File: src/lgi_pkg.sv
// Purpose: Shared constants and types for the link and group interrupt hierarchy.
// Assumes: Registers sit on one 32-bit AHB-Lite word each; byte address is four times the index.
// Notes: Status bits marked latched clear when written with zero; writing one leaves them alone.
//
// Overview of operation
// Latch per-link status on entering delineation, frame or delay-sync loss (bits 1-3).
// Latch per-link status when those three loss conditions end (bits 9-11).
// Latch bit 4 on violation, bit 5 on changed cell, bit 6 on RAM overflow.
// Bit 0 is a live summary of enabled counter or TC receive FIFO overflows.
// A counter wrap raises a request only if its overflow interrupt is enabled.
// Reading a link status register clears nothing.
// Bit 0 drops on counter mask, TC status clear, or TC enable clear.
// Writing zero clears latched bits 1-6 and 9-11; zero to bit 0 does nothing.
// Writing one to link status bits leaves them unchanged.
// A link source propagates only while its link enable bit is one.
// Link 0 bit 8 live-summarises enabled group counter or FIFO overflows.
// Link 0 bit 7 reports transfer completion or frame end for any group.
// Two 8-bit enable registers gate transfer-complete and frame-end sources per group.
// Handler ready bit sets on transfer completion; frame bits clear on write zero.
// TC overflow status: bit 12 FIFO, 11:8 input, 7:4 transmit, 3:0 receive counters.
// Group summary has one bit per group for any enabled latched overflow.
// Group overflow enable bit lets that group's overflow reach upper levels.
// Each group latches four transmit counter overflows and one receive FIFO overflow.
// Group overflow status clears only on write zero; reads and ones change nothing.
// Group receive FIFO overflow interrupts only when its group enable bit is set.
// Interrupt pin goes low when any link is active and its master enable is one.
// Master status shows live per-link activity; its accesses do not affect the pin.
// Latched bits set regardless of enables; enables only gate upward propagation.
// Software reads top-down, clears with zeros and re-enables masked sources.
package lgi_pkg;

	localparam int N_LINKS  = 16;
	localparam int N_GROUPS = 8;
	localparam int LST_W    = 12;
	localparam int TC_W     = 13;
	localparam int GRP_W    = 5;
	localparam int IDX_W    = 11;

	// Register indexes; byte address is index times four
	localparam logic [IDX_W-1:0] IDX_HANDLER     = 11'h086;
	localparam logic [IDX_W-1:0] IDX_CC_EN       = 11'h088;
	localparam logic [IDX_W-1:0] IDX_FE_EN       = 11'h089;
	localparam logic [IDX_W-1:0] IDX_GRP_EN      = 11'h40B;
	localparam logic [IDX_W-1:0] IDX_GRP_FIFO_EN = 11'h40C;
	localparam logic [IDX_W-1:0] IDX_TC_STAT     = 11'h410;
	localparam logic [IDX_W-1:0] IDX_GRP_STAT    = 11'h420;
	localparam logic [IDX_W-1:0] IDX_MASTER_EN   = 11'h433;
	localparam logic [IDX_W-1:0] IDX_TC_EN       = 11'h434;
	localparam logic [IDX_W-1:0] IDX_LINK_STAT   = 11'h435;
	localparam logic [IDX_W-1:0] IDX_LINK_EN     = 11'h445;
	localparam logic [IDX_W-1:0] IDX_MASTER_STAT = 11'h455;
	localparam logic [IDX_W-1:0] IDX_GRP_SUM     = 11'h457;

	// Link status bit positions
	localparam int B_SUM      = 0;
	localparam int B_DEL_LOSS = 1;
	localparam int B_FRM_LOSS = 2;
	localparam int B_DLY_LOSS = 3;
	localparam int B_VIOL     = 4;
	localparam int B_CHANGE   = 5;
	localparam int B_PRE_OVF  = 6;
	localparam int B_CC_FRAME = 7;
	localparam int B_GRP_OVF  = 8;
	localparam int B_DEL_END  = 9;
	localparam int B_FRM_END  = 10;
	localparam int B_DLY_END  = 11;

	// Group overflow detail: bits 3:0 transmit counters, bit 4 receive FIFO
	localparam int B_GRP_FIFO = 4;
	localparam int HND_READY  = 8;

	// Reset values
	localparam logic [15:0] RST_REG = 16'h0000;

	// Per-link event carrier; loss fields are levels, the rest one-cycle pulses
	typedef struct packed {
		logic delineation_loss;
		logic frame_loss;
		logic delay_sync_loss;
		logic control_cell_violation;
		logic ctrl_cell_change;
		logic preproc_overflow;
	} lgi_link_evt_t;

	typedef enum logic [2:0] {
		BUS_IDLE = 3'b001,
		BUS_WR   = 3'b010,
		BUS_RD   = 3'b100
	} lgi_bus_st_t;

endpackage

File: src/lgi_irq_ctrl.sv
// Purpose: Link and IMA group interrupt status and enable hierarchy with an AHB-Lite slave.
// Assumes: Single word transfers; event inputs arrive from logic on hclk.
// Notes: Reads take one wait state so a read always sees the latest write.
//
// Implementation choice: register access over AHB-Lite.
`timescale 1ns/1ps
module lgi_irq_ctrl #(
	parameter int LINKS = lgi_pkg::N_LINKS
) (
	// Clock and reset
	input  wire logic                                          hclk,
	input  wire logic                                          hresetn,
	// AHB-Lite slave
	input  wire logic                                          hsel,
	input  wire logic [31:0]                                   haddr,
	input  wire logic [1:0]                                    htrans,
	input  wire logic                                          hwrite,
	input  wire logic [2:0]                                    hsize,
	input  wire logic [31:0]                                   hwdata,
	input  wire logic                                          hready,
	output logic      [31:0]                                   hrdata,
	output logic                                               hreadyout,
	output logic                                               hresp,
	// Per-link receive events
	input  wire lgi_pkg::lgi_link_evt_t [lgi_pkg::N_LINKS-1:0] link_evt,
	// Per-link counter wraps and FIFO overflow, and counter-block enables
	input  wire logic [lgi_pkg::N_LINKS-1:0][lgi_pkg::TC_W-1:0] tc_ovf_evt,
	input  wire logic [lgi_pkg::N_LINKS-1:0][lgi_pkg::TC_W-1:0] tc_ctr_irq_en,
	// Per-group overflow events and counter-block enables
	input  wire logic [lgi_pkg::N_GROUPS-1:0][lgi_pkg::GRP_W-1:0] grp_ovf_evt,
	input  wire logic [lgi_pkg::N_GROUPS-1:0][3:0]             grp_ctr_irq_en,
	// Per-group transmit control-cell events
	input  wire logic [lgi_pkg::N_GROUPS-1:0]                  ctl_xfer_done,
	input  wire logic [lgi_pkg::N_GROUPS-1:0]                  frame_end,
	// Interrupt pin
	output logic                                               irq_n
);

	if (LINKS < 1 || LINKS > lgi_pkg::N_LINKS) begin : g_chk
		$error("LINKS must lie between 1 and 16");
	end

	localparam int NL = lgi_pkg::N_LINKS;
	localparam int NG = lgi_pkg::N_GROUPS;
	localparam int LW = lgi_pkg::LST_W;
	localparam int TW = lgi_pkg::TC_W;
	localparam int GW = lgi_pkg::GRP_W;
	localparam int IW = lgi_pkg::IDX_W;

	// Bus state
	lgi_pkg::lgi_bus_st_t bus_st;
	logic [IW-1:0]        addr_q;
	logic                 take;
	logic                 wr_act;
	logic [15:0]          wd;
	logic [15:0]          rmux;

	// Software registers
	logic [NL-1:0][LW-1:0] link_en;
	logic [15:0]           master_en;
	logic [TW-1:0]         tc_en;
	logic [NG-1:0]         cc_en;
	logic [NG-1:0]         fe_en;
	logic [NG-1:0]         grp_en;
	logic [NG-1:0]         grp_fifo_en;

	// Status
	logic [NL-1:0][LW-1:0] link_lat;
	logic [NL-1:0][LW-1:0] link_stat;
	logic [NL-1:0][LW-1:0] link_clr;
	logic [NL-1:0][TW-1:0] tc_stat;
	logic [NL-1:0][TW-1:0] tc_clr;
	logic [NL-1:0][TW-1:0] tc_set;
	logic [NG-1:0][GW-1:0] grp_stat;
	logic [NG-1:0][GW-1:0] grp_clr;
	logic [15:0]           hnd;
	logic [15:0]           hnd_clr;
	logic [15:0]           hnd_set;
	logic [NG-1:0]         grp_act;
	logic [NG-1:0]         grp_sum;
	logic [NL-1:0]         master_stat;
	logic                  cc_frame;
	logic                  next_irq_n;

	// Address phase taken while the bus is ready
	assign take   = hsel & htrans[1] & hready;
	assign wr_act = (bus_st == lgi_pkg::BUS_WR);
	assign wd     = hwdata[15:0];
	assign hresp  = 1'b0;

	// Reads stall one cycle so read data is sampled after any prior write lands
	assign hreadyout = (bus_st != lgi_pkg::BUS_RD);

	// Bus phase tracking
	always_ff @(posedge hclk or negedge hresetn) begin
		if (!hresetn) begin
			bus_st <= lgi_pkg::BUS_IDLE;
			addr_q <= '0;
		end else begin
			unique case (bus_st)
				lgi_pkg::BUS_IDLE, lgi_pkg::BUS_WR: begin
					if (take) begin
						addr_q <= haddr[IW+1:2];
						bus_st <= hwrite ? lgi_pkg::BUS_WR : lgi_pkg::BUS_RD;
					end else begin
						bus_st <= lgi_pkg::BUS_IDLE;
					end
				end
				lgi_pkg::BUS_RD: begin
					bus_st <= lgi_pkg::BUS_IDLE;
				end
			endcase
		end
	end

	// Read data captured in the stall cycle; reads have no side effects
	always_ff @(posedge hclk or negedge hresetn) begin
		if (!hresetn) begin
			hrdata <= '0;
		end else if (bus_st == lgi_pkg::BUS_RD) begin
			hrdata <= {16'h0000, rmux};
		end
	end

	// Plain read/write registers
	always_ff @(posedge hclk or negedge hresetn) begin
		if (!hresetn) begin
			master_en   <= lgi_pkg::RST_REG;
			tc_en       <= lgi_pkg::RST_REG[TW-1:0];
			cc_en       <= lgi_pkg::RST_REG[NG-1:0];
			fe_en       <= lgi_pkg::RST_REG[NG-1:0];
			grp_en      <= lgi_pkg::RST_REG[NG-1:0];
			grp_fifo_en <= lgi_pkg::RST_REG[NG-1:0];
		end else if (wr_act) begin
			if (addr_q == lgi_pkg::IDX_MASTER_EN) begin
				master_en <= wd;
			end
			if (addr_q == lgi_pkg::IDX_TC_EN) begin
				tc_en <= wd[TW-1:0];
			end
			if (addr_q == lgi_pkg::IDX_CC_EN) begin
				cc_en <= wd[NG-1:0];
			end
			if (addr_q == lgi_pkg::IDX_FE_EN) begin
				fe_en <= wd[NG-1:0];
			end
			if (addr_q == lgi_pkg::IDX_GRP_EN) begin
				grp_en <= wd[NG-1:0];
			end
			if (addr_q == lgi_pkg::IDX_GRP_FIFO_EN) begin
				grp_fifo_en <= wd[NG-1:0];
			end
		end
	end

	// Per-link enables, status latches, TC overflow status and summaries
	for (genvar i = 0; i < NL; i++) begin : g_link
		logic [LW-1:0] en_mask;
		logic          hit_en;
		logic          hit_st;
		logic          hit_tc;
		logic          tc_live;

		// Bits 7 and 8 only exist on link 0; links beyond LINKS stay quiet
		assign en_mask = (i == 0) ? {LW{1'b1}} : ~(LW'(1) << lgi_pkg::B_CC_FRAME |
			LW'(1) << lgi_pkg::B_GRP_OVF);
		assign hit_en  = wr_act && (addr_q == lgi_pkg::IDX_LINK_EN + IW'(i));
		assign hit_st  = wr_act && (addr_q == lgi_pkg::IDX_LINK_STAT + IW'(i));
		assign hit_tc  = wr_act && (addr_q == lgi_pkg::IDX_TC_STAT + IW'(i));

		always_ff @(posedge hclk or negedge hresetn) begin
			if (!hresetn) begin
				link_en[i] <= lgi_pkg::RST_REG[LW-1:0];
			end else if (hit_en) begin
				link_en[i] <= wd[LW-1:0] & en_mask;
			end
		end

		// Only zeros on latched bits clear; bits 0, 7, 8 ignore writes
		assign link_clr[i] = hit_st ? (~wd[LW-1:0] & ~(LW'(1) << lgi_pkg::B_SUM) &
			en_mask) : '0;

		lgi_link_latch u_lat (
			.hclk    (hclk),
			.hresetn (hresetn),
			.evt     ((i < LINKS) ? link_evt[i] : '0),
			.clr     (link_clr[i]),
			.lat     (link_lat[i])
		);

		// TC overflow status: 12 FIFO, 11:8 input, 7:4 transmit, 3:0 receive
		assign tc_set[i] = (i < LINKS) ? tc_ovf_evt[i] : '0;
		assign tc_clr[i] = hit_tc ? ~wd[TW-1:0] : '0;

		lgi_sticky #(
			.W (TW)
		) u_tc (
			.hclk    (hclk),
			.hresetn (hresetn),
			.set     (tc_set[i]),
			.clr     (tc_clr[i]),
			.stat    (tc_stat[i])
		);

		// Live counter/FIFO summary: masked by counter, TC enable or status clear
		assign tc_live = |(tc_stat[i] & tc_en & tc_ctr_irq_en[i]);

		always_comb begin
			link_stat[i] = link_lat[i];
			link_stat[i][lgi_pkg::B_SUM] = tc_live;
			if (i == 0) begin
				link_stat[i][lgi_pkg::B_CC_FRAME] = cc_frame;
				link_stat[i][lgi_pkg::B_GRP_OVF]  = |grp_sum;
			end
		end

		// A link counts as active only for enabled sources
		assign master_stat[i] = |(link_stat[i] & link_en[i]);
	end

	// Group overflow detail latches and summaries
	for (genvar g = 0; g < NG; g++) begin : g_grp
		logic hit;

		assign hit        = wr_act && (addr_q == lgi_pkg::IDX_GRP_STAT + IW'(g));
		assign grp_clr[g] = hit ? ~wd[GW-1:0] : '0;

		lgi_sticky #(
			.W (GW)
		) u_grp (
			.hclk    (hclk),
			.hresetn (hresetn),
			.set     (grp_ovf_evt[g]),
			.clr     (grp_clr[g]),
			.stat    (grp_stat[g])
		);

		// Counter sources need the counter enable, FIFO needs the group FIFO enable
		assign grp_act[g] = |(grp_stat[g][3:0] & grp_ctr_irq_en[g]) |
			(grp_stat[g][lgi_pkg::B_GRP_FIFO] & grp_fifo_en[g]);
		assign grp_sum[g] = grp_act[g] & grp_en[g];
	end

	// Handler: ready bits 15:8 set on transfer completion, frame bits 7:0 on frame end
	assign hnd_set = {ctl_xfer_done, frame_end};
	assign hnd_clr = (wr_act && addr_q == lgi_pkg::IDX_HANDLER) ? ~wd : '0;

	lgi_sticky #(
		.W (16)
	) u_hnd (
		.hclk    (hclk),
		.hresetn (hresetn),
		.set     (hnd_set),
		.clr     (hnd_clr),
		.stat    (hnd)
	);

	// Sixteen group sources merge into link 0 bit 7 under their own enables
	assign cc_frame = |(hnd[lgi_pkg::HND_READY +: NG] & cc_en) |
		|(hnd[NG-1:0] & fe_en);

	// Register read multiplexer
	always_comb begin
		rmux = '0;
		if (addr_q >= lgi_pkg::IDX_LINK_STAT && addr_q < lgi_pkg::IDX_LINK_STAT + IW'(NL)) begin
			rmux[LW-1:0] = link_stat[4'(addr_q - lgi_pkg::IDX_LINK_STAT)];
		end else if (addr_q >= lgi_pkg::IDX_LINK_EN &&
			addr_q < lgi_pkg::IDX_LINK_EN + IW'(NL)) begin
			rmux[LW-1:0] = link_en[4'(addr_q - lgi_pkg::IDX_LINK_EN)];
		end else if (addr_q >= lgi_pkg::IDX_TC_STAT &&
			addr_q < lgi_pkg::IDX_TC_STAT + IW'(NL)) begin
			rmux[TW-1:0] = tc_stat[4'(addr_q - lgi_pkg::IDX_TC_STAT)];
		end else if (addr_q >= lgi_pkg::IDX_GRP_STAT &&
			addr_q < lgi_pkg::IDX_GRP_STAT + IW'(NG)) begin
			rmux[GW-1:0] = grp_stat[3'(addr_q - lgi_pkg::IDX_GRP_STAT)];
		end else begin
			unique case (addr_q)
				lgi_pkg::IDX_HANDLER:     rmux = hnd;
				lgi_pkg::IDX_CC_EN:       rmux[NG-1:0] = cc_en;
				lgi_pkg::IDX_FE_EN:       rmux[NG-1:0] = fe_en;
				lgi_pkg::IDX_GRP_EN:      rmux[NG-1:0] = grp_en;
				lgi_pkg::IDX_GRP_FIFO_EN: rmux[NG-1:0] = grp_fifo_en;
				lgi_pkg::IDX_MASTER_EN:   rmux = master_en;
				lgi_pkg::IDX_TC_EN:       rmux[TW-1:0] = tc_en;
				lgi_pkg::IDX_MASTER_STAT: rmux[NL-1:0] = master_stat;
				lgi_pkg::IDX_GRP_SUM:     rmux[NG-1:0] = grp_sum;
				default:                  rmux = '0;
			endcase
		end
	end

	// Pin is a pure function of live state, so master status accesses never move it
	assign next_irq_n = ~|(master_stat & master_en[NL-1:0]);

	always_ff @(posedge hclk or negedge hresetn) begin
		if (!hresetn) begin
			irq_n <= 1'b1;
		end else begin
			irq_n <= next_irq_n;
		end
	end

endmodule

File: src/lgi_link_latch.sv
// Purpose: Latched status bits of one receive link.
// Assumes: Event inputs come from logic on hclk; no synchronisers needed.
// Notes: Bits 0, 7 and 8 are live summaries built by the parent and read zero here.
`timescale 1ns/1ps
module lgi_link_latch (
	// Clock and reset
	input  wire logic                         hclk,
	input  wire logic                         hresetn,
	// Events and write-zero clear mask
	input  wire lgi_pkg::lgi_link_evt_t       evt,
	input  wire logic [lgi_pkg::LST_W-1:0]    clr,
	// Latched status
	output logic      [lgi_pkg::LST_W-1:0]    lat
);

	logic                        prev_del;
	logic                        prev_frm;
	logic                        prev_dly;
	logic [lgi_pkg::LST_W-1:0]   set;

	// Previous loss levels, for entry and end edges
	always_ff @(posedge hclk or negedge hresetn) begin
		if (!hresetn) begin
			prev_del <= 1'b0;
			prev_frm <= 1'b0;
			prev_dly <= 1'b0;
		end else begin
			prev_del <= evt.delineation_loss;
			prev_frm <= evt.frame_loss;
			prev_dly <= evt.delay_sync_loss;
		end
	end

	// Set vector; enables are not consulted here so a masked source still records
	always_comb begin
		set = '0;
		set[lgi_pkg::B_DEL_LOSS] = evt.delineation_loss & ~prev_del;
		set[lgi_pkg::B_FRM_LOSS] = evt.frame_loss & ~prev_frm;
		set[lgi_pkg::B_DLY_LOSS] = evt.delay_sync_loss & ~prev_dly;
		set[lgi_pkg::B_DEL_END]  = ~evt.delineation_loss & prev_del;
		set[lgi_pkg::B_FRM_END]  = ~evt.frame_loss & prev_frm;
		set[lgi_pkg::B_DLY_END]  = ~evt.delay_sync_loss & prev_dly;
		set[lgi_pkg::B_VIOL]     = evt.control_cell_violation;
		set[lgi_pkg::B_CHANGE]   = evt.ctrl_cell_change;
		set[lgi_pkg::B_PRE_OVF]  = evt.preproc_overflow;
	end

	// Set wins over a same-cycle clear so no event is lost
	always_ff @(posedge hclk or negedge hresetn) begin
		if (!hresetn) begin
			lat <= '0;
		end else begin
			lat <= (lat & ~clr) | set;
		end
	end

endmodule

File: src/lgi_sticky.sv
// Purpose: Generic bank of sticky status bits cleared by writing zero.
// Assumes: Set pulses and clear mask are on hclk.
// Notes: Used for TC overflow, group overflow and handler bits.
`timescale 1ns/1ps
module lgi_sticky #(
	parameter int W = 5
) (
	// Clock and reset
	input  wire logic         hclk,
	input  wire logic         hresetn,
	// Set pulses and write-zero clear mask
	input  wire logic [W-1:0] set,
	input  wire logic [W-1:0] clr,
	// Status
	output logic      [W-1:0] stat
);

	if (W < 1) begin : g_chk
		$error("lgi_sticky width must be at least one");
	end

	// Set has priority over a clear arriving in the same cycle
	always_ff @(posedge hclk or negedge hresetn) begin
		if (!hresetn) begin
			stat <= '0;
		end else begin
			stat <= (stat & ~clr) | set;
		end
	end

endmodule

File: config.mk
export PLATFORM = sky130hd
export DESIGN_NAME = lgi_irq_ctrl
export DESIGN_NICKNAME = d
export VERILOG_FILES = /design/src/lgi_pkg.sv /design/src/lgi_irq_ctrl.sv /design/src/lgi_link_latch.sv /design/src/lgi_sticky.sv
export SDC_FILE = /design/constraint.sdc
export NUM_CORES = 2
export LEC_CHECK = 0
export BUFFER_PORTS_ARGS = -buffer_cell sky130_fd_sc_hd__buf_2
export CORE_ASPECT_RATIO = 0.75
export CORE_MARGIN = 2
export CORE_UTILIZATION = 45
export CTS_CLUSTER_DIAMETER = 120
export DETAILED_ROUTE_END_ITERATION = 6
export PLACE_DENSITY_LB_ADDON = 0.3
export SYNTH_ARGS = -nofsm -noshare
export SYNTH_HDL_FRONTEND = slang
export SYNTH_SLANG_ARGS = --single-unit
File: constraint.sdc
create_clock -name hclk -period 3.6 [get_ports hclk]
set_input_delay 0.72 -clock hclk [delete_from_list [all_inputs] [get_ports hclk]]
set_output_delay 0.72 -clock hclk [all_outputs]
set_load 0.1 [all_outputs]
==> results.json <==
{
  "status": "complete, but fails checks",
  "violations": "design-rule violations",
  "first_global_vias": 29685,
  "fin_setup_tns_ps": 0,
  "synthTopCellsByArea": "dfrtp_1 (51%), mux4_2 (11%), o21ai_0 (7.6%)",
  "post-dp-hpwl_mm": 129.8,
  "drc": 2,
  "track_usage_pct": 41.16,
  "synthArstFlopShare_pct": 100.0,
  "drive_above_1_share_pct": 34.84,
  "synth_flop_cell": "dfrtp_1",
  "leakage_nw": 16.58,
  "hold_violations": 0,
  "max_slew.worst_pin.slew_ps": 1079,
  "postRouteAntennaNets": 0,
  "netlist_area_sq_um": 34870,
  "layout_commonest_cell": "dfrtp_1",
  "insertion_delay_ps": 650,
  "cts.repair.resized": 0,
  "power_density_nw_per_um2": 479.6,
  "critPathKind": "reg2reg",
  "placed_area_sq_um": 39530,
  "final_area_sq_um": 42030,
  "first_iter_violations": 4570,
  "synth.top_cell.area_share_pct": 50.81,
  "initial_core_util_pct": 45.37,
  "io_buffers": 650,
  "die_h_microns": 245.1,
  "cts_max_level": 3,
  "root_buffer": "clkbuf_16",
  "ctsLongestPathBuffers": 3,
  "rr_startpoint": "addr_q[9]$_DFFE_PN0P_",
  "ys_seq_area_share_pct": 50.96,
  "routedWlPerCell_microns": 34.67,
  "cts_tree": "done",
  "antenna_found_initial": 50,
  "startpoint": "addr_q[9]$_DFFE_PN0P_",
  "ios": 709,
  "utilization_pct": 54.69,
  "grt_max_degree": 100,
  "hp-class": "in2async",
  "drv_cap": 0,
  "gp_congestion": 1.051,
  "max-slew-margin-rel_pct": 28.09,
  "vdd_drop_max_uv": 404.7,
  "cts_num_sinks": 710,
  "core_sq_um": 76850,
  "dr_total_vias": 31470,
  "path_clk_slew_ps": 70,
  "area_delta_synth_final_pct": 20.53,
  "finClkSkew_ps": 28.89,
  "die-area_sq_um": 79750,
  "drt-total-wl_mm": 166.2,
  "worstPathArrival_ps": 3800,
  "grt-ovfl-total": 0,
  "syn_inst": 3021,
  "rsz0062_at_grt": "no",
  "grt_pass1_wl_mm": 229.9,
  "layout.nets": 4348,
  "postSynthAreaPerCell_sq_um": 11.54,
  "worstSetupStartpointType": "flip-flop",
  "max_freq_mhz": 303.9,
  "worst-endpoint-required_ps": 4110,
  "finalMaxSlewViolations": 0,
  "drt_first_pass_iters": 7,
  "cts_made_buffers": 74,
  "ctsHoldBuffers": 0,
  "yosysWarnings": 0,
  "timing.final.crit_share_pct": 91.41,
  "period_needed_ps": 3291,
  "fp-row-count": 88,
  "viasPerCell": 6.566,
  "ys_ff_latch": 710,
  "setup_viol": 0,
  "yosys.area.top_type": "dfrtp_1",
  "final_cell_mix": "dfrtp_1 (706), buf_2 (646), o21ai_0 (532)",
  "crit_fanout": 13,
  "endpoint_kind": "flip-flop",
  "die_width_microns": 325.4,
  "timing.hold.ws_ps": 63.06,
  "post_cts_buffers": 0,
  "synth.distinct_cells": 77,
  "synth_edf_count": 0
}
[layer usage]
metal | wire length (microns) | GRT usage [%] | part of all wire (%) | vias up
met2 | 66900 | 56.39 | 40 | 2539
met5 | 158 | 0 | 0.095 | -
met4 | 6039 | 12.98 | 3.6 | 24
li1 | - | - | - | 12487
met3 | 25380 | 17.03 | 15 | 339
met1 | 67680 | 59.02 | 41 | 16081
[metrics by stage]
stage          instances  power (mW)  worst slack (ps)
6_report            4793       20.16             309.1
5_1_grt             4782       20.63             111.3
4_1_cts             4758       20.06             454.8
3_5_place_dp        4628       12.38             461.2
3_3_place_gp        4628       12.35             499.1
2_1_floorplan       3037       10.81             115.1
[cell families (layout without fill, tap and decap cells)]
| group | after synthesis | in the layout | synth area share (%) |
|---|---|---|---|
| buf+inv | 308 | 994 | 3.926 |
| flops | 710 | 710 | 50.96 |
| mux | 413 | 413 | 18.57 |
| other cells | 1 | 52 | 0.01075 |
| fa+ha+maj | 5 | 5 | 0.1794 |
| simple gates | 783 | 783 | 12.68 |
| xor+xnor | 4 | 4 | 0.1220 |
| compound gates | 797 | 797 | 13.55 |
[worst max-delay path: stages (launching register included)]
cell and delay [ps]:
dfrtp_1 410, or3b_1 690, nor2_1 220, nand2_1 250, nor2_1 370, nand3_1 680
o21ai_0 440, nand2b_1 90
[path summary, 6_finish.rpt]
check / end / slack (ps) / depth (start not counted)
worst max-delay path: g_link[0].u_tc.stat[0]$_DFF_PN0_ / 310 / 7
worst min-delay path: g_link[15].u_tc.stat[1]$_DFF_PN0_ / 60 / 1
worst max register to register: g_link[0].u_tc.stat[0]$_DFF_PN0_ / 310 / 7
worst min register to register: g_link[0].u_lat.lat[3]$_DFF_PN0_ / 430 / 1
max in group asynchronous: g_link[7].u_tc.stat[9]$_DFF_PN0_ / 2490 / 3
min in group hclk: g_link[10].u_lat.prev_dly$_DFF_PN0_ / 200 / 1
[cells in the mapped netlist (all sizes together) (21+ instances only)]
| cell | number |
|---|---|
| a31oi | 44 |
| nand4 | 32 |
| inv | 112 |
| nand2 | 111 |
| nand2b | 317 |
| a22o | 21 |
| a22oi | 46 |
| and3 | 39 |
| clkbuf | 117 |
| o21ai | 538 |
| nand3 | 179 |
| mux2 | 231 |
| nor2 | 41 |
| a221oi | 26 |
| dfrtp | 708 |
| buf | 79 |
| mux4 | 164 |
| a222oi | 33 |
[power breakdown]
| group | switching, mW | total [mW] | internal (mW) |
|---|---|---|---|
| Clock | 3.43 | 7.82 | 4.39 |
| Sequential | 0.281 | 8.48 | 8.20 |
| Combinational | 2.36 | 3.86 | 1.50 |
[state kept, by name, indices dropped and copies added (netlist names)]
name                   count
fe_en                      8
g_link.u_lat.prev_frm     16
g_link.u_lat.prev_dly     16
hrdata                    16
master_en                 16
bus_st                     3
g_link.u_tc.stat         208
link_en                  162
tc_en                     13
addr_q                    11
irq_n                      1
g_link.u_lat.prev_del     16
grp_en                     8
g_grp.u_grp.stat          40
u_hnd.stat                16
grp_fifo_en                8
cc_en                      8
g_link.u_lat.lat         144
[area by class of cell]
type	count	area, sq um
Fill cell	6857	34820
Sequential cell	710	17780
Multi-Input combinational cell	2019	15820
Timing Repair Buffer	752	4224
Clock buffer	106	2235
Tap cell	1035	1295
Inverter	112	420.4
Clock inverter	24	173.9
Antenna cell	35	87.58
Power figures use the tool's default switching activity.
